**config.mk**
```make
export PLATFORM = sky130hd
export DESIGN_NAME = ctm_timer
export DESIGN_NICKNAME = d
export VERILOG_FILES = /design/src/hdl/ctm_pkg.sv /design/src/hdl/ctm_reset_sync.sv /design/src/hdl/ctm_timer.sv
export SDC_FILE = /design/constraint.sdc
export NUM_CORES = 1
export LEC_CHECK = 0
export BUFFER_PORTS_ARGS = -buffer_cell sky130_fd_sc_hd__buf_2
export CAP_MARGIN = 20
export CORE_ASPECT_RATIO = 1.4
export CORE_MARGIN = 1.5
export CORE_UTILIZATION = 57
export CTS_CLUSTER_SIZE = 8
export DETAILED_ROUTE_END_ITERATION = 16
export PLACE_DENSITY = 0.81
export SYNTH_ARGS = -nofsm -noshare
export SYNTH_HDL_FRONTEND = slang
export SYNTH_SLANG_ARGS = --single-unit
```
**constraint.sdc**
```tcl
create_clock -name clock_i -period 0.9 [get_ports clock_i]
set_input_delay 0.135 -clock clock_i [delete_from_list [all_inputs] [get_ports clock_i]]
set_output_delay 0.135 -clock clock_i [all_outputs]
set_load 0.005 [all_outputs]
```
**src/hdl/ctm_pkg.sv**
```systemverilog
// package: constants and carrier types for the compact timer modes block
package ctm_pkg;
   // ==========================================================
   // modes and pin actions
   localparam logic [1:0] CTM_MODE_CMP = 2'h0;
   localparam logic [1:0] CTM_MODE_PWM = 2'h2;
   localparam logic [1:0] CTM_MODE_TMR = 2'h3;
   localparam logic [1:0] CTM_IO_NONE = 2'h0;
   localparam logic [1:0] CTM_IO_LOW = 2'h1;
   localparam logic [1:0] CTM_IO_HIGH = 2'h2;
   localparam logic [1:0] CTM_IO_TOGGLE = 2'h3;
   localparam logic [1:0] CTM_PWM_INACT = 2'h0;
   localparam logic [1:0] CTM_PWM_ACT = 2'h1;
   localparam logic [1:0] CTM_PWM_WAVE = 2'h2;
   // ==========================================================
   // widths and reset values
   localparam int CTM_CNT_W = 10;
   localparam int CTM_P_W = 3;
   localparam int CTM_P_SHIFT = 7;
   localparam logic [9:0] CTM_CNT_MAX = 10'h3ff;
   localparam logic [9:0] CTM_CNT_RST = 10'h000;
   localparam logic [2:0] CTM_P_ZERO = 3'h0;
   localparam logic [9:0] CTM_A_ZERO = 10'h000;
   localparam logic CTM_PIN_RST = 1'b0;

   // ==========================================================
   // carriers
   typedef struct packed {
      logic [1:0] mode_select;
      logic [1:0] pin_action;
      logic output_level_control;
      logic output_invert;
      logic period_duty_swap;
      logic clear_source_select;
   } ctm_ctrl_t;

   typedef struct packed {
      logic [9:0] count;
      logic on_q;
      logic pin;
      logic pwm_act;
      logic match_a_flag;
      logic match_p_flag;
      logic hit_a;
      logic hit_p;
   } ctm_state_t;
endpackage : ctm_pkg

```
**src/hdl/ctm_reset_sync.sv**
```systemverilog
// file: two-stage release synchroniser for the asynchronous reset
`timescale 1ns/1ps
module ctm_reset_sync (
   // clock and raw reset
   input wire logic clock_i,
   input wire logic arst_n_i,
   // released copy
   output logic rst_n_o
);
   logic stage;

   // ==========================================================
   // assert at once, release after two edges
   always_ff @(posedge clock_i or negedge arst_n_i) begin
      if (!arst_n_i) begin
         stage <= 1'b0;
         rst_n_o <= 1'b0;
      end else begin
         stage <= 1'b1;
         rst_n_o <= stage;
      end
   end
endmodule : ctm_reset_sync

```
**src/hdl/ctm_timer.sv**
```systemverilog
// file: compact timer mode logic (compare, timer/counter, pwm)
// Function
// RL1: mode 00 compare, 10 pwm, 11 timer
// RL2: clear on P match, or wrap at P=0
// RL3: clear-select low raises both flags
// RL4: clear-select high: A clears, only A flag
// RL5: A zero with select high wraps, no flag
// RL6: compare pin changes only on A match
// RL7: pin action sets, clears, toggles or holds
// RL8: counter-on rise loads initial pin level
// RL9: timer mode as compare, pin untouched
// RL10: pwm ignores clear-select, period comparator clears
// RL11: swap bit picks period and duty comparator
// RL12: swap 0: period P times 128, duty A
// RL13: swap 1: period A, duty P times 128
// RL14: duty not below period gives full duty
// RL15: pwm raises both match flags
// RL16: pin action passes pwm or forces level
// RL17: invert bit reverses pwm pin polarity
// RL18: counting continues while pin is forced
// RL19: on-rise zeroes counter, fall holds count
// RL20: P compares top three counter bits
// RL21: software stops timer before mode changes
// RL22: pwm active from clear until duty reached
// RL23: flags sticky, one set per match
`timescale 1ns/1ps
module ctm_timer
   import ctm_pkg::*;
(
   // clock and reset
   input wire logic clock_i,
   input wire logic arst_n_i,
   // timer clock tick and control
   input wire logic tick_i,
   input wire logic counter_on_i,
   input wire ctm_ctrl_t ctrl_i,
   input wire logic [9:0] compare_a_value_i,
   input wire logic [2:0] compare_p_value_i,
   // flag clears from software
   input wire logic clear_a_flag_i,
   input wire logic clear_p_flag_i,
   // status and pin
   output logic [9:0] count_o,
   output logic match_a_flag_o,
   output logic match_p_flag_o,
   output logic pin_o,
   output logic pin_oe_o
);
   logic rst_n;
   ctm_state_t st;
   ctm_state_t next_st;
   logic next_oe;

   ctm_reset_sync u_rst (
      .clock_i(clock_i),
      .arst_n_i(arst_n_i),
      .rst_n_o(rst_n)
   );

   // ==========================================================
   // comparators
   function automatic logic p_eq(input logic [9:0] c, input logic [2:0] p);
      p_eq = (c[9:7] == p) && (c[6:0] == 7'h00); // RL20
   endfunction : p_eq

   function automatic logic [10:0] p_span(input logic [2:0] p);
      p_span = (p == CTM_P_ZERO) ? 11'h400 : {1'b0, p, 7'h00}; // RL12
   endfunction : p_span

   logic run;
   logic pwm_mode;
   logic a_eq;
   logic p_match;
   logic clr;
   logic wrap;
   logic set_a;
   logic set_p;
   logic [10:0] period;
   logic [10:0] duty;
   logic [10:0] cnt_nx;

   always_comb begin
      next_st = st;
      run = counter_on_i && st.on_q && tick_i;
      pwm_mode = (ctrl_i.mode_select == CTM_MODE_PWM); // RL1
      a_eq = (st.count == compare_a_value_i);
      p_match = p_eq(st.count, compare_p_value_i);
      wrap = (st.count == CTM_CNT_MAX);
      set_a = 1'b0;
      set_p = 1'b0;
      clr = 1'b0;
      period = 11'h000;
      duty = 11'h000;
      cnt_nx = {1'b0, st.count} + 11'h001;
      if (pwm_mode) begin
         // RL10 RL11
         if (!ctrl_i.period_duty_swap) begin
            period = p_span(compare_p_value_i); // RL12
            duty = {1'b0, compare_a_value_i};
         end else begin
            period = (compare_a_value_i == CTM_A_ZERO) ? 11'h400
               : {1'b0, compare_a_value_i}; // RL13
            duty = p_span(compare_p_value_i);
         end
         clr = (cnt_nx >= period);
         // period comparator never sees its own value: the clear one
         // count early stands in for its match
         if (!ctrl_i.period_duty_swap) begin
            set_a = a_eq && (compare_a_value_i != CTM_A_ZERO); // RL15
            set_p = run && clr && (compare_p_value_i != CTM_P_ZERO);
         end else begin
            set_a = run && clr && (compare_a_value_i != CTM_A_ZERO);
            set_p = p_match && (compare_p_value_i != CTM_P_ZERO);
         end
      end else if (!ctrl_i.clear_source_select) begin
         set_a = a_eq && (compare_a_value_i != CTM_A_ZERO); // RL3
         set_p = p_match && (compare_p_value_i != CTM_P_ZERO);
         clr = set_p || wrap; // RL2
      end else begin
         set_a = a_eq && (compare_a_value_i != CTM_A_ZERO); // RL4 RL5
         clr = set_a || wrap;
      end
      // one event per match, even when the counter is stopped on it
      next_st.hit_a = set_a;
      next_st.hit_p = set_p;
      set_a = set_a && !st.hit_a && st.on_q; // RL23
      set_p = set_p && !st.hit_p && st.on_q;
      next_st.on_q = counter_on_i;
      if (counter_on_i && !st.on_q) begin
         next_st.count = CTM_CNT_RST; // RL19
         next_st.hit_a = 1'b0;
         next_st.hit_p = 1'b0;
         next_st.pwm_act = 1'b1;
         next_st.pin = ctrl_i.output_level_control; // RL8
      end else if (run) begin
         next_st.count = clr ? CTM_CNT_RST : cnt_nx[9:0]; // RL18
      end
      if (pwm_mode && counter_on_i && st.on_q) begin
         // RL22 RL14
         next_st.pwm_act = ({1'b0, next_st.count} < duty);
      end
      if (!pwm_mode && set_a && ctrl_i.mode_select == CTM_MODE_CMP) begin
         unique case (ctrl_i.pin_action) // RL6 RL7
            CTM_IO_NONE: next_st.pin = st.pin;
            CTM_IO_LOW: next_st.pin = 1'b0;
            CTM_IO_HIGH: next_st.pin = 1'b1;
            CTM_IO_TOGGLE: next_st.pin = !st.pin;
         endcase
      end
      // sticky flags: a set in the same cycle beats the clear
      next_st.match_a_flag = set_a || (st.match_a_flag && !clear_a_flag_i);
      next_st.match_p_flag = set_p || (st.match_p_flag && !clear_p_flag_i);
      next_oe = (ctrl_i.mode_select != CTM_MODE_TMR); // RL9
   end

   // ==========================================================
   // state register
   always_ff @(posedge clock_i or negedge rst_n) begin
      if (!rst_n) begin
         st <= '0;
      end else begin
         st <= next_st;
      end
   end

   // ==========================================================
   // pin drive, registered
   logic pwm_lvl;
   logic pin_nx;
   always_comb begin
      // active level follows the level bit, then the invert bit
      unique case (ctrl_i.pin_action) // RL16
         CTM_PWM_INACT: pwm_lvl = !ctrl_i.output_level_control;
         CTM_PWM_ACT: pwm_lvl = ctrl_i.output_level_control;
         default: pwm_lvl = next_st.pwm_act
            ? ctrl_i.output_level_control : !ctrl_i.output_level_control;
      endcase
      if (ctrl_i.mode_select == CTM_MODE_PWM) begin
         pin_nx = pwm_lvl ^ ctrl_i.output_invert; // RL17
      end else begin
         pin_nx = next_st.pin ^ ctrl_i.output_invert;
      end
   end

   always_ff @(posedge clock_i or negedge rst_n) begin
      if (!rst_n) begin
         pin_o <= CTM_PIN_RST;
         pin_oe_o <= 1'b0;
         count_o <= CTM_CNT_RST;
         match_a_flag_o <= 1'b0;
         match_p_flag_o <= 1'b0;
      end else begin
         pin_o <= pin_nx;
         pin_oe_o <= next_oe;
         count_o <= next_st.count;
         match_a_flag_o <= next_st.match_a_flag;
         match_p_flag_o <= next_st.match_p_flag;
      end
   end

   // ==========================================================
   // checks
   flag_sticky_a: assert property ( // RL23
      @(posedge clock_i) disable iff (!rst_n)
      st.match_a_flag && !clear_a_flag_i |=> st.match_a_flag)
      else $error("a flag dropped without clear");

   flag_once_a: assert property ( // RL23
      @(posedge clock_i) disable iff (!rst_n)
      set_a |=> !set_a)
      else $error("a flag set twice for one match");

   set_wins_a: assert property ( // RL23
      @(posedge clock_i) disable iff (!rst_n)
      set_p |=> st.match_p_flag)
      else $error("p flag set lost to a clear");

   on_rise_a: assert property ( // RL19
      @(posedge clock_i) disable iff (!rst_n)
      counter_on_i && !st.on_q |=> st.count == CTM_CNT_RST)
      else $error("counter not zeroed on start");

   hold_off_a: assert property ( // RL19
      @(posedge clock_i) disable iff (!rst_n)
      !counter_on_i && st.on_q |=> $stable(st.count))
      else $error("count moved while off");

   no_pflag_a: assert property ( // RL4
      @(posedge clock_i) disable iff (!rst_n)
      ctrl_i.mode_select == CTM_MODE_CMP && ctrl_i.clear_source_select
      && !st.match_p_flag |=> !st.match_p_flag)
      else $error("p flag with a clear select");

   a_zero_a: assert property ( // RL5
      @(posedge clock_i) disable iff (!rst_n)
      !pwm_mode && compare_a_value_i == CTM_A_ZERO && !st.match_a_flag
      |=> !st.match_a_flag)
      else $error("a flag raised with a zero compare value");

   init_lvl_a: assert property ( // RL8
      @(posedge clock_i) disable iff (!rst_n)
      counter_on_i && !st.on_q
      |=> st.pin == $past(ctrl_i.output_level_control))
      else $error("initial pin level wrong");

   cmp_pin_a: assert property ( // RL6
      @(posedge clock_i) disable iff (!rst_n)
      ctrl_i.mode_select == CTM_MODE_CMP && !set_a
      && !(counter_on_i && !st.on_q) |=> $stable(st.pin))
      else $error("compare pin moved without an a match");

   p_clear_a: assert property ( // RL2
      @(posedge clock_i) disable iff (!rst_n)
      run && ctrl_i.mode_select == CTM_MODE_CMP && !ctrl_i.clear_source_select
      && set_p |=> st.count == CTM_CNT_RST)
      else $error("p match did not clear");

   wrap_a: assert property ( // RL5
      @(posedge clock_i) disable iff (!rst_n)
      run && st.count == CTM_CNT_MAX |=> st.count == CTM_CNT_RST)
      else $error("no wrap at maximum");

   p_top_a: assert property ( // RL20
      @(posedge clock_i) disable iff (!rst_n)
      set_p |-> st.count[6:0] == 7'h00 || cnt_nx[6:0] == 7'h00)
      else $error("p match off 128 grid");

   tmr_oe_a: assert property ( // RL9
      @(posedge clock_i) disable iff (!rst_n)
      ctrl_i.mode_select == CTM_MODE_TMR |=> !pin_oe_o)
      else $error("pin driven in timer mode");

   tmr_pin_a: assert property ( // RL9
      @(posedge clock_i) disable iff (!rst_n)
      ctrl_i.mode_select == CTM_MODE_TMR && !(counter_on_i && !st.on_q)
      |=> $stable(st.pin))
      else $error("pin level moved in timer mode");

   oe_on_a: assert property ( // RL9
      @(posedge clock_i) disable iff (!rst_n)
      ctrl_i.mode_select != CTM_MODE_TMR |=> pin_oe_o)
      else $error("pin not driven outside timer mode");

   pwm_clear_a: assert property ( // RL10
      @(posedge clock_i) disable iff (!rst_n)
      pwm_mode && run && clr |=> st.count == CTM_CNT_RST)
      else $error("pwm period did not clear the counter");

   pwm_start_a: assert property ( // RL22
      @(posedge clock_i) disable iff (!rst_n)
      pwm_mode && run && clr && duty != 11'h000 |=> st.pwm_act)
      else $error("pwm not active after a period clear");

   full_duty_a: assert property ( // RL14
      @(posedge clock_i) disable iff (!rst_n)
      pwm_mode && duty >= period && counter_on_i && st.on_q
      && $stable(ctrl_i) |=> st.pwm_act)
      else $error("full duty not held");

   // main scenarios
   cmp_pwm_c: cover property (@(posedge clock_i) pwm_mode && clr && run);
   cmp_af_c: cover property (@(posedge clock_i) set_a && !pwm_mode);
   cmp_pf_c: cover property (@(posedge clock_i) set_p);
   pwm_pf_c: cover property (@(posedge clock_i) pwm_mode && set_p);
   cnt_wrap_c: cover property (@(posedge clock_i) run && wrap);
endmodule : ctm_timer

```
==> results of run 1 <==
[per-stage QoR]
step	worst slack (ns)	instances	area [um2]
floorplan	-3.57	273	2320
global placement	-3.57	412	3030
detailed placement	-3.79	412	3030
CTS	-3.66	440	3380
[timing repair]
action	CTS
gates cloned	0
gates resized for setup	32
pin swaps	20
setup endpoints to repair	30
buffers inserted	24
hold buffers	1
endpoints found under the hold margin	2
[routing by layer]
metal	overflow	track usage, %
met5	0	0
met4	2	64.5
met3	0	34.6
met2	5	88.3
met1	0	61.0
[cells by family after synthesis]
family,Yosys count,share of synthesized area (%)
multiplexers,9,4.20
other,1,0.168
XOR/XNOR,22,8.62
buffers and inverters,32,8.01
adder cells (fa/ha/maj),22,12.3
AO/OA/AOI/OAI,57,19.0
AND/OR/NAND/NOR,109,24.2
flip-flops,21,23.5
==> results.ini, run 1 <==
[floorplan]
die_x_um=55.9
row_count=26
ioPinCount=41
die_h_um=77.1
start_util_pct=60.3

[yosys]
yosysTopAreaCell=dfrtp_1
synthTopCellsByCount=40 x nand2_1, 22 x ha_1, 21 x dfrtp_1, 21 x nor2_1, 16 x xor2_1
synth_most_common_cell=nand2_1
ys_ff_latch=21
synth_area_um2=2230
synth_top_area_share_pct=23.5
synth_ff_type=dfrtp_1
avgSynthCellArea_um2=8.19
syn-instance-count=273
synth_nets=322
synth-seq-area-share_pct=23.5
synthTopCellsByArea=dfrtp_1 24%, ha_1 12%, nand2_1 6.7%
ys_async_sr_fraction_pct=100
ys_warn_count=0
yosysUniqueCellTypes=56
synth_edf_count=0

[outcome]
status=aborted with a tool error
error_line=[ERROR GRT-0232] Routing congestion too high. Check the congestion heatmap in the GUI.
stop_stage=5_1_grt

[grt]
grt_max_degree=20
grt.total_usage_pct=62.4
grt-ovfl-total=7

[cts]
cts_buffers=3
cts_num_sinks=21
root_buffer=clkbuf_8
clockBufferDepth=2
htree_levels=1

[placed_design]
place_hpwl_mm=5.60
routabilityCongestion=0.920
io_buffers=40

[sta]
worst_endpoint_kind=register input
crit_endpoint=pin_o$_DFF_PN0_/D

==> run 2: changes to the inputs <==
- CORE_ASPECT_RATIO: 1.4 -> unset
- CORE_UTILIZATION: 57 -> 40
- CTS_CLUSTER_SIZE: 8 -> unset
- PLACE_DENSITY: 0.81 -> unset
- PLACE_DENSITY_LB_ADDON: unset -> 0.15
==> run 2 against run 1 <==
The flow now finishes, with violations (negative setup slack); synthesized cell count did not move; area after synthesis stayed put.
==> results.ini, run 2 <==
[outcome]
status=complete, but fails checks
violations=negative setup slack

[critical_path]
end_kind=register
critPathCapture=pin_o
r2r-end=pin_o
start_kind=register
critPathKind=register to register
reg2regPathDepth=21
crit_required_ns=1.05
r2r_slack_ns=-3.81
critPathLaunch=count_o[0]
crit_fanout=5
r2r-start=count_o[0]
arrival_ns=4.86

[sta]
fin_crit_sh_pct=523
holdWs_ns=0.0525
clock.fmax_mhz=212
setup_violations=29
fin_ws_ns=-3.81
clock_skew_ns=0.00305
rsz0062_at_grt=true
period_needed_ns=4.71
slew_headroom_pct=66.5
hold_viol=0
worst_slew_pin_slew_ns=0.495
slew_viol_final=0

[final_layout]
final_cell_count_no_fill=484
layout_commonest_cell=buf_4
synthToLayoutAreaGrowth_pct=63.8
regMostFlops=count_o
stdcell_area_um2=3660
largestRegisters=count_o: 10 flops, st: 5 flops
layout_common_cells=98 x buf_4, 36 x nand2_1, 33 x buf_2
largest_reg_flops=10
nets=462
layout-drive-gt1-share_pct=53.9
antenna-diode-count=0

[route]
vias_per_cell=5.25
drcViolationCount=0
wl_per_cell_um=15.8
dr.pass1.iters=4
via_count=2541
drtAntennaViolNets=0
wirelength_mm=7.66
drt_iter0_drc=120

[placed_design]
io_buffers=40  ; unchanged
place_area_um2=3160  ; +4.2%
post-place-ws_ns=-3.78  ; +0.00375 ns
dp.cells=454  ; +10%
routabilityCongestion=0.933  ; +1.5%
place_hpwl_mm=5.84  ; +4.4%

[yosys]
avgSynthCellArea_um2=8.19  ; unchanged
synth-seq-area-share_pct=23.5  ; unchanged
synth_ff_type=dfrtp_1
synth_top_area_share_pct=23.5  ; unchanged
ys_async_sr_fraction_pct=100  ; unchanged
synthTopCellsByCount=40 x nand2_1, 22 x ha_1, 21 x dfrtp_1, 21 x nor2_1, 16 x xor2_1
yosysTopAreaCell=dfrtp_1
syn-instance-count=273  ; unchanged
yosysUniqueCellTypes=56  ; unchanged
synth_nets=322  ; unchanged
synthTopCellsByArea=dfrtp_1 24%, ha_1 12%, nand2_1 6.7%
ys_warn_count=0  ; unchanged
ys_ff_latch=21  ; unchanged
synth_most_common_cell=nand2_1
synth_area_um2=2230  ; unchanged
synth_edf_count=0  ; unchanged

[cts]
root_buffer=clkbuf_8
clock_latency_ns=0.26
cts_buffers=3  ; unchanged
cts.clk_slew.worst_paths_ns=0.08
htree_levels=1  ; unchanged
clockBufferDepth=2  ; unchanged
cts_num_sinks=21  ; unchanged
cts_tree=done

[run]
max-cap-violations=0

[pwr]
ir_worst_vdd_mv=1.02
power_density_nw_per_um2=718
p_leak_nw=1.79
total_power_mw=2.63

[floorplan]
die_x_um=77.7  ; +39%
ioPinCount=41  ; unchanged
dieArea_um2=6040
core_um2=5440
die_h_um=77.7  ; +0.86%
start_util_pct=41.1  ; -19 points
row_count=27  ; +3.8%

[worst_hold_path]
hold_class=primary input to register

[grt]
grt-ovfl-total=0
grt_max_degree=20
grt_pass1_vias=2462
grt_pass1_wl_mm=11.7
antenna_found_initial=0
grt.total_usage_pct=24.6

-- run 2: worst max-delay path, cell delays in order (launching register included) --
cell      delay, ns
dfrtp_2        0.42
ha_4           0.16
nand3_1        0.20
xnor2_1        0.19
ha_1           0.32
a21o_1         0.20
a221oi_2       0.23
o21a_1         0.18
a41o_1         0.23
nor2_4         0.08
nor2_4         0.16
nand3b_1       0.12
a21oi_2        0.18
ha_1           0.25
and2_4         0.14
a221o_1        0.35
a2111o_1       0.42
o31ai_2        0.25
mux2i_1        0.10
o21ba_1        0.21
nand2_1        0.05
xor2_1         0.15
-- run 2: worst min-delay path by stage --
stage,startpoint,endpoint,slack [ns],depth (start not counted)
2_1_floorplan,arst_n_i,u_rst.rst_n_o,-0.16,0
3_3_place_gp,arst_n_i,u_rst.stage,-0.08,1
3_5_place_dp,arst_n_i,u_rst.stage,-0.08,1
4_1_cts,clear_a_flag_i,match_a_flag_o,0.05,2
5_1_grt,clear_p_flag_i,match_p_flag_o,0.06,2
6_report,clear_a_flag_i,match_a_flag_o,0.05,2
-- run 2: per-layer routing --
layer | global-route usage (%) | share of wire (%) | wire length, um | vias to the layer above
li1 | - | - | - | 1248
met3 | 3.29 | 3.3 | 252 | 8
met4 | 4.55 | 1.3 | 99 | 0
met2 | 45.4 | 53 | 4040 | 57
met1 | 30.3 | 43 | 3270 | 1228
met5 | 0 | 0 | 0 | -
-- run 2: final cells by class --
cell class	count	area, um2
clock inverters	1	5.00
fillers	457	1780
inverters	9	33.8
clock buffers	3	41.3
repair buffers	158	1210
flip-flops and latches	21	534
well taps	72	90.1
multi-input cells	220	1740
-- run 2: cells by family after synthesis --
| logic type | synth area share [%] |
|---|---|
| multiplexers | 4.20 |
| XOR/XNOR | 8.62 |
| buffers and inverters | 8.01 |
| AO/OA/AOI/OAI | 19.0 |
| AND/OR/NAND/NOR | 24.2 |
| adder cells (fa/ha/maj) | 12.3 |
| flip-flops | 23.5 |
| other | 0.168 |
-- run 2: what timing repair did --
| item | in CTS | in global routing |
|---|---|---|
| buffers inserted | 17 | 14 |
| hold buffers | 1 | 0 |
| setup endpoints to repair | 29 | 31 |
| pin swaps | 10 | 12 |
| hold endpoints to repair | 2 | 0 |
| gates resized for setup | 38 | 30 |
-- run 2: power breakdown --
| group | switching, mW | internal, mW |
|---|---|---|
| clock | 0.325 | 0.309 |
| sequential | 0.0267 | 0.983 |
| combinational | 0.487 | 0.495 |
| total | 0.839 | 1.79 |
-- run 2: metrics by stage --
| step | TNS, ns | util (%) |
|---|---|---|
| floorplan | -31.03 | - |
| global placement | -34.11 | 58.1 |
| detailed placement | -35.54 | 58.1 |
| CTS | -37.35 | 63.7 |
| global route | -41.13 | 67.3 |
| finish | -38.64 | 67.3 |
No activity file was read; power rests on OpenSTA's default activity.
==> run 3: changes to the inputs <==
- PLACE_DENSITY: unset -> 0.71
- PLACE_DENSITY_LB_ADDON: 0.15 -> unset
==> run 3 against run 2 <==
The run still ends with negative setup slack left; hold slack got worse by 0.014 ns; setup slack better by 0.00085 ns; global-route usage up 1.2 points; cell area down 2.0%; highest routed layer unchanged.
==> results.ini, run 3 (synthesized netlist as in run 2, its figures left out) <==
[route]
wirelength_mm=7.89  ; +3.0%
drcViolationCount=0  ; unchanged
wl_per_cell_um=16.9  ; +6.5%
drt_iter0_drc=195  ; +63%
vias_per_cell=5.44  ; +3.6%
drtAntennaViolNets=0  ; unchanged
via_count=2545  ; +0.16%
dr.pass1.iters=5  ; +1

[sta]
slew_headroom_pct=64.9  ; -1.6 points
period_needed_ns=4.71  ; -0.000850 ns
rsz0062_at_grt=true
fin_crit_sh_pct=523  ; about the same
slew_viol_final=0  ; unchanged
setup_violations=29  ; unchanged
holdWs_ns=0.0390  ; -0.0135 ns
hold_viol=0  ; unchanged
worst_slew_pin_slew_ns=0.519  ; +0.0237 ns
tns_ns=-38.65  ; -0.00540 ns
fin_ws_ns=-3.81  ; +0.000850 ns
clock_skew_ns=0.00286  ; -0.000194 ns
clock.fmax_mhz=212  ; about the same

[grt]
grt_max_degree=20  ; unchanged
antenna_found_initial=0  ; unchanged
grt_pass1_vias=2545  ; +3.4%
grt.total_usage_pct=25.8  ; +1.2 points
grt_pass1_wl_mm=12.2  ; +4.3%
grt-ovfl-total=0  ; unchanged

[final_layout]
layout-drive-gt1-share_pct=52.8  ; -1.1 points
nets=446  ; -3.5%
layout_common_cells=85 x buf_4, 36 x nand2_1, 34 x buf_2
stdcell_area_um2=3590  ; -2.0%
synthToLayoutAreaGrowth_pct=60.5
largest_reg_flops=10  ; unchanged
final_cell_count_no_fill=468  ; -3.3%
regMostFlops=count_o
antenna-diode-count=0  ; unchanged
layout_commonest_cell=buf_4
largestRegisters=count_o: 10 flops, st: 5 flops
utilization_pct=66.0  ; -1.3 points

[cts]
clockBufferDepth=2  ; unchanged
cts.clk_slew.worst_paths_ns=0.09  ; about the same
cts_num_sinks=21  ; unchanged
cts_buffers=3  ; unchanged
root_buffer=clkbuf_8
clock_latency_ns=0.27  ; about the same
htree_levels=1  ; unchanged
cts_tree=done

[outcome]
violations=negative setup slack
status=complete, but fails checks

[pwr]
total_power_mw=2.67  ; +1.6%
power_density_nw_per_um2=744  ; +3.6%
ir_worst_vdd_mv=0.862  ; -16%
p_leak_nw=1.69  ; -5.6%

[critical_path]
crit_fanout=5  ; unchanged
end_kind=register
start_kind=register
critPathKind=register to register
crit_required_ns=1.09  ; +0.04 ns
arrival_ns=4.90  ; +0.04 ns

[placed_design]
place_hpwl_mm=5.84  ; about the same
dp.cells=442  ; -2.6%
place_area_um2=3070  ; -2.9%
routabilityCongestion=0.956  ; +2.4%
io_buffers=40  ; unchanged
post-place-ws_ns=-3.83  ; -0.0500 ns

[worst_hold_path]
hold_class=primary input to register

[floorplan]
ioPinCount=41  ; unchanged
row_count=27  ; unchanged
dieArea_um2=6040  ; unchanged
core_um2=5440  ; unchanged
start_util_pct=41.1  ; unchanged
die_h_um=77.7  ; unchanged
die_x_um=77.7  ; unchanged

[run]
max-cap-violations=0  ; unchanged

==> run 3: final timing paths <==
path                           startpoint        endpoint  slack, ns  cells past startpoint
max in group asynchronous   u_rst.rst_n_o      count_o[9]       0.47                      1
min reg2reg                 u_rst.rst_n_o           st[6]       0.21                      1
min in group asynchronous        arst_n_i     u_rst.stage       0.16                      2
min                        clear_a_flag_i  match_a_flag_o       0.04                      2
max                            count_o[0]           pin_o      -3.81                     23
max reg2reg                    count_o[0]           pin_o      -3.81                     23
==> run 3: area by class of cell <==
type / count / area (um2)
fillers: 434 / 1850
multi-input cells: 220 / 1810
repair buffers: 142 / 1070
flip-flops and latches: 21 / 534
well taps: 72 / 90.1
clock buffers: 3 / 41.3
inverters: 9 / 33.8
clock inverters: 1 / 7.51
==> run 3: where the power goes <==
part / internal (mW) / total [mW] / switching (mW)
combinational: 0.472 / 0.976 / 0.504
clock: 0.314 / 0.683 / 0.369
sequential: 0.983 / 1.01 / 0.0253
==> run 3: critical path, stage by stage (launching register included) <==
cell	delay, ns
dfrtp_2	0.43
buf_6	0.12
nand3_4	0.08
nor2_4	0.16
nand3_4	0.10
xnor2_1	0.14
ha_1	0.32
and3_4	0.21
nand3_2	0.07
o21a_1	0.18
a41o_1	0.22
nor2_4	0.21
buf_6	0.15
a31oi_4	0.04
o21ai_1	0.16
a21oi_2	0.09
ha_1	0.21
a21o_1	0.18
a221o_1	0.34
a2111o_1	0.43
nor4_1	0.40
a221oi_2	0.11
nand2_1	0.09
xor2_1	0.17
==> run 3: what timing repair did <==
item                                   4_1_cts  5_1_grt
resized for setup                           43       26
buffers inserted                            18        7
endpoints found under the hold margin        2        0
setup endpoints to repair                   30       31
pin swaps                                   28       13
hold buffers                                 1        0
==> run 3: routing by layer <==
metal  global-route usage [%]  vias to the layer above  part of all wire (%)
met4                     7.64                        0                   3.3
met5                        0                        -                     0
met2                     48.7                      111                    52
li1                         -                     1205                     -
met1                     29.4                     1203                    39
met3                     3.88                       26                   5.1
==> run 4: changes to the inputs <==
- CORE_UTILIZATION: 40 -> 50
- CTS_BUF_LIST: unset -> sky130_fd_sc_hd__clkbuf_8
- PLACE_DENSITY: 0.71 -> 0.83
==> run 4 against run 3 <==
The run still ends with negative setup slack left; first-iteration DRC count increased by 16%; sequential power about the same; cell count increased by 0.21%; critical endpoint unchanged; highest routed layer unchanged.
==> results.ini, run 4 (synthesized netlist as in run 2, its figures left out) <==
[outcome]
status=complete, but fails checks
violations=negative setup slack

[final_layout]
utilization_pct=87.5  ; +22 points
stdcell_area_um2=3780  ; +5.4%
layout_commonest_cell=buf_4
largestRegisters=count_o: 10 flops, st: 5 flops
final_cell_count_no_fill=469  ; +0.21%
largest_reg_flops=10  ; unchanged
antenna-diode-count=0  ; unchanged
layout_common_cells=103 x buf_4, 34 x nand2_1, 32 x buf_2
multi_input_area_um2=1840  ; +2.1%
regMostFlops=count_o
layout-drive-gt1-share_pct=57.8  ; +5.0 points
nets=467  ; +4.7%
regArea_um2=534  ; unchanged
synthToLayoutAreaGrowth_pct=69.3
fill_cells=202  ; -53%

[floorplan]
row_count=24  ; -11%
die_h_um=69.9  ; -10%
ioPinCount=41  ; unchanged
die_x_um=69.9  ; -10%
core_um2=4320  ; -20%
start_util_pct=51.7  ; +11 points
dieArea_um2=4880  ; -19%

[grt]
grt_max_degree=20  ; unchanged
grt-ovfl-total=0  ; unchanged
grt_pass1_wl_mm=14.2  ; +17%
grt_pass1_vias=2913  ; +14%
antenna_found_initial=0  ; unchanged
grt.total_usage_pct=37.0  ; +11 points

[placed_design]
routabilityCongestion=0.979  ; +2.4%
post-place-ws_ns=-3.86  ; -0.0267 ns
place_hpwl_mm=5.98  ; +2.3%
dp.cells=432  ; -2.3%
place_area_um2=3120  ; +1.6%
io_buffers=40  ; unchanged

[pwr]
p_seq_share_pct=36.5  ; -1.3 points
p_leak_nw=1.83  ; +8.6%
swShare_pct=34.4  ; +0.70 points
power.net_switching_mw=0.955  ; +6.4%
power.share.clock_pct=23.8  ; -1.8 points
power_frac_comb_pct=39.7  ; +3.1 points
power_density_nw_per_um2=735  ; -1.2%
power.internal_mw=1.82  ; +3.1%
ir_worst_vdd_mv=0.846  ; -2.0%

[route]
wirelength_mm=10.3  ; +31%
wl_met3_um=938  ; +130%
wl_per_cell_um=22.0  ; +31%
drcViolationCount=0  ; unchanged
via_count=2950  ; +16%
route.met2.wl_mm=5.01  ; +21%
dr.pass1.iters=7  ; +2
drtAntennaViolNets=0  ; unchanged
highest_layer=met4
m1WireLength_mm=3.58  ; +16%
drt_iter0_drc=227  ; +16%
vias_per_cell=6.29  ; +16%

[cts]
clock_latency_ns=0.27  ; about the same
cts_tree=done
htree_levels=1  ; unchanged
cts_buffers=3  ; unchanged
cts_num_sinks=21  ; unchanged
root_buffer=clkbuf_8
cts.clk_slew.worst_paths_ns=0.09  ; about the same
clockBufferDepth=2  ; unchanged

[critical_path]
end_kind=register
crit_fanout=6  ; +1
arrival_ns=5.22  ; +0.32 ns
start_kind=register
crit_required_ns=1.07  ; -0.02 ns
critPathKind=register to register

[sta]
rsz0062_at_grt=true
hold_viol=0  ; unchanged
clock.fmax_mhz=198  ; -6.9%
period_needed_ns=5.05  ; +0.348 ns
clock_skew_ns=0.00859  ; +0.00574 ns
fin_crit_sh_pct=562  ; +39 points
slew_headroom_pct=65.1  ; +0.12 points
fin_ws_ns=-4.15  ; -0.348 ns
setup_violations=31  ; +6.9%
worst_slew_pin_slew_ns=0.517  ; -0.00174 ns
slew_viol_final=0  ; unchanged
tns_ns=-42.40  ; -3.75 ns

[run]
max-cap-violations=0  ; unchanged

[worst_hold_path]
hold_class=primary input to register

[run 4: final cells by class]
cell class | instances | share of cell area [%]
Tap cell | 52 | 1.72
Sequential cell | 21 | 14.1
Timing Repair Buffer | 163 | 33.2
Clock inverter | 1 | 0.198
Multi-Input combinational cell | 220 | 48.8
Inverter | 9 | 0.893
Clock buffer | 3 | 1.09
[run 4: worst paths after layout]
path	from	to	slack (ns)	cells past startpoint
max	count_o[1]	pin_o	-4.15	23
min	ctrl_i[2]	pin_o	0.03	2
max reg2reg	count_o[1]	pin_o	-4.15	23
min reg2reg	u_rst.rst_n_o	st[0]	0.22	1
max in group asynchronous	u_rst.rst_n_o	count_o[5]	0.45	1
min in group asynchronous	arst_n_i	u_rst.rst_n_o	0.17	2
[run 4: stage by stage]
stage	total power, mW	hold slack (ns)
after floorplan	1.45	-0.161
after detailed placement	1.89	-0.0785
after CTS	2.65	0.0266
after global routing	2.90	0.0447
after global placement	1.86	-0.0803
final	2.78	0.0328
[run 4: timing repair]
item / 4_1_cts / 5_1_grt
resized for setup: 55 / 36
cloned: 0 / 0
buffers inserted: 22 / 20
endpoints found under the hold margin: 2 / 0
hold buffers: 1 / 0
pin swaps: 36 / 22
endpoints found under the setup margin: 31 / 31
[run 4: power groups by stage]
stage	registers, mW	clock network (mW)	logic [mW]
final	1.01	0.661	1.10
after global routing	1.02	0.718	1.16
after CTS	1.01	0.685	0.959
after detailed placement	1.03	0	0.858
after global placement	1.03	0	0.829
after floorplan	1.04	0	0.410
[run 4: worst max-delay path: stages, from the launching register on]
cell and delay (ns):
dfrtp_2 0.44, buf_6 0.13, nand3_4 0.07, nor2_4 0.13, nand3_4 0.12, xnor2_2 0.16, ha_1 0.32, and3_4 0.20
a221oi_2 0.22, o21a_1 0.20, a41o_1 0.28, nor2_4 0.10, nor2_4 0.20, nand2_2 0.09, a21oi_2 0.18, ha_1 0.28
a21o_1 0.20, a221o_1 0.37, a2111o_1 0.41, o31ai_2 0.23, mux2i_1 0.14, o21ba_1 0.24, nand2_1 0.07, xor2_1 0.14
[run 4: per-layer routing]
layer / vias up / track usage [%]
li1: 1248 / -
met1: 1361 / 42.9
met2: 251 / 66.1
met3: 90 / 5.63
met4: 0 / 18.2
met5: - / 0
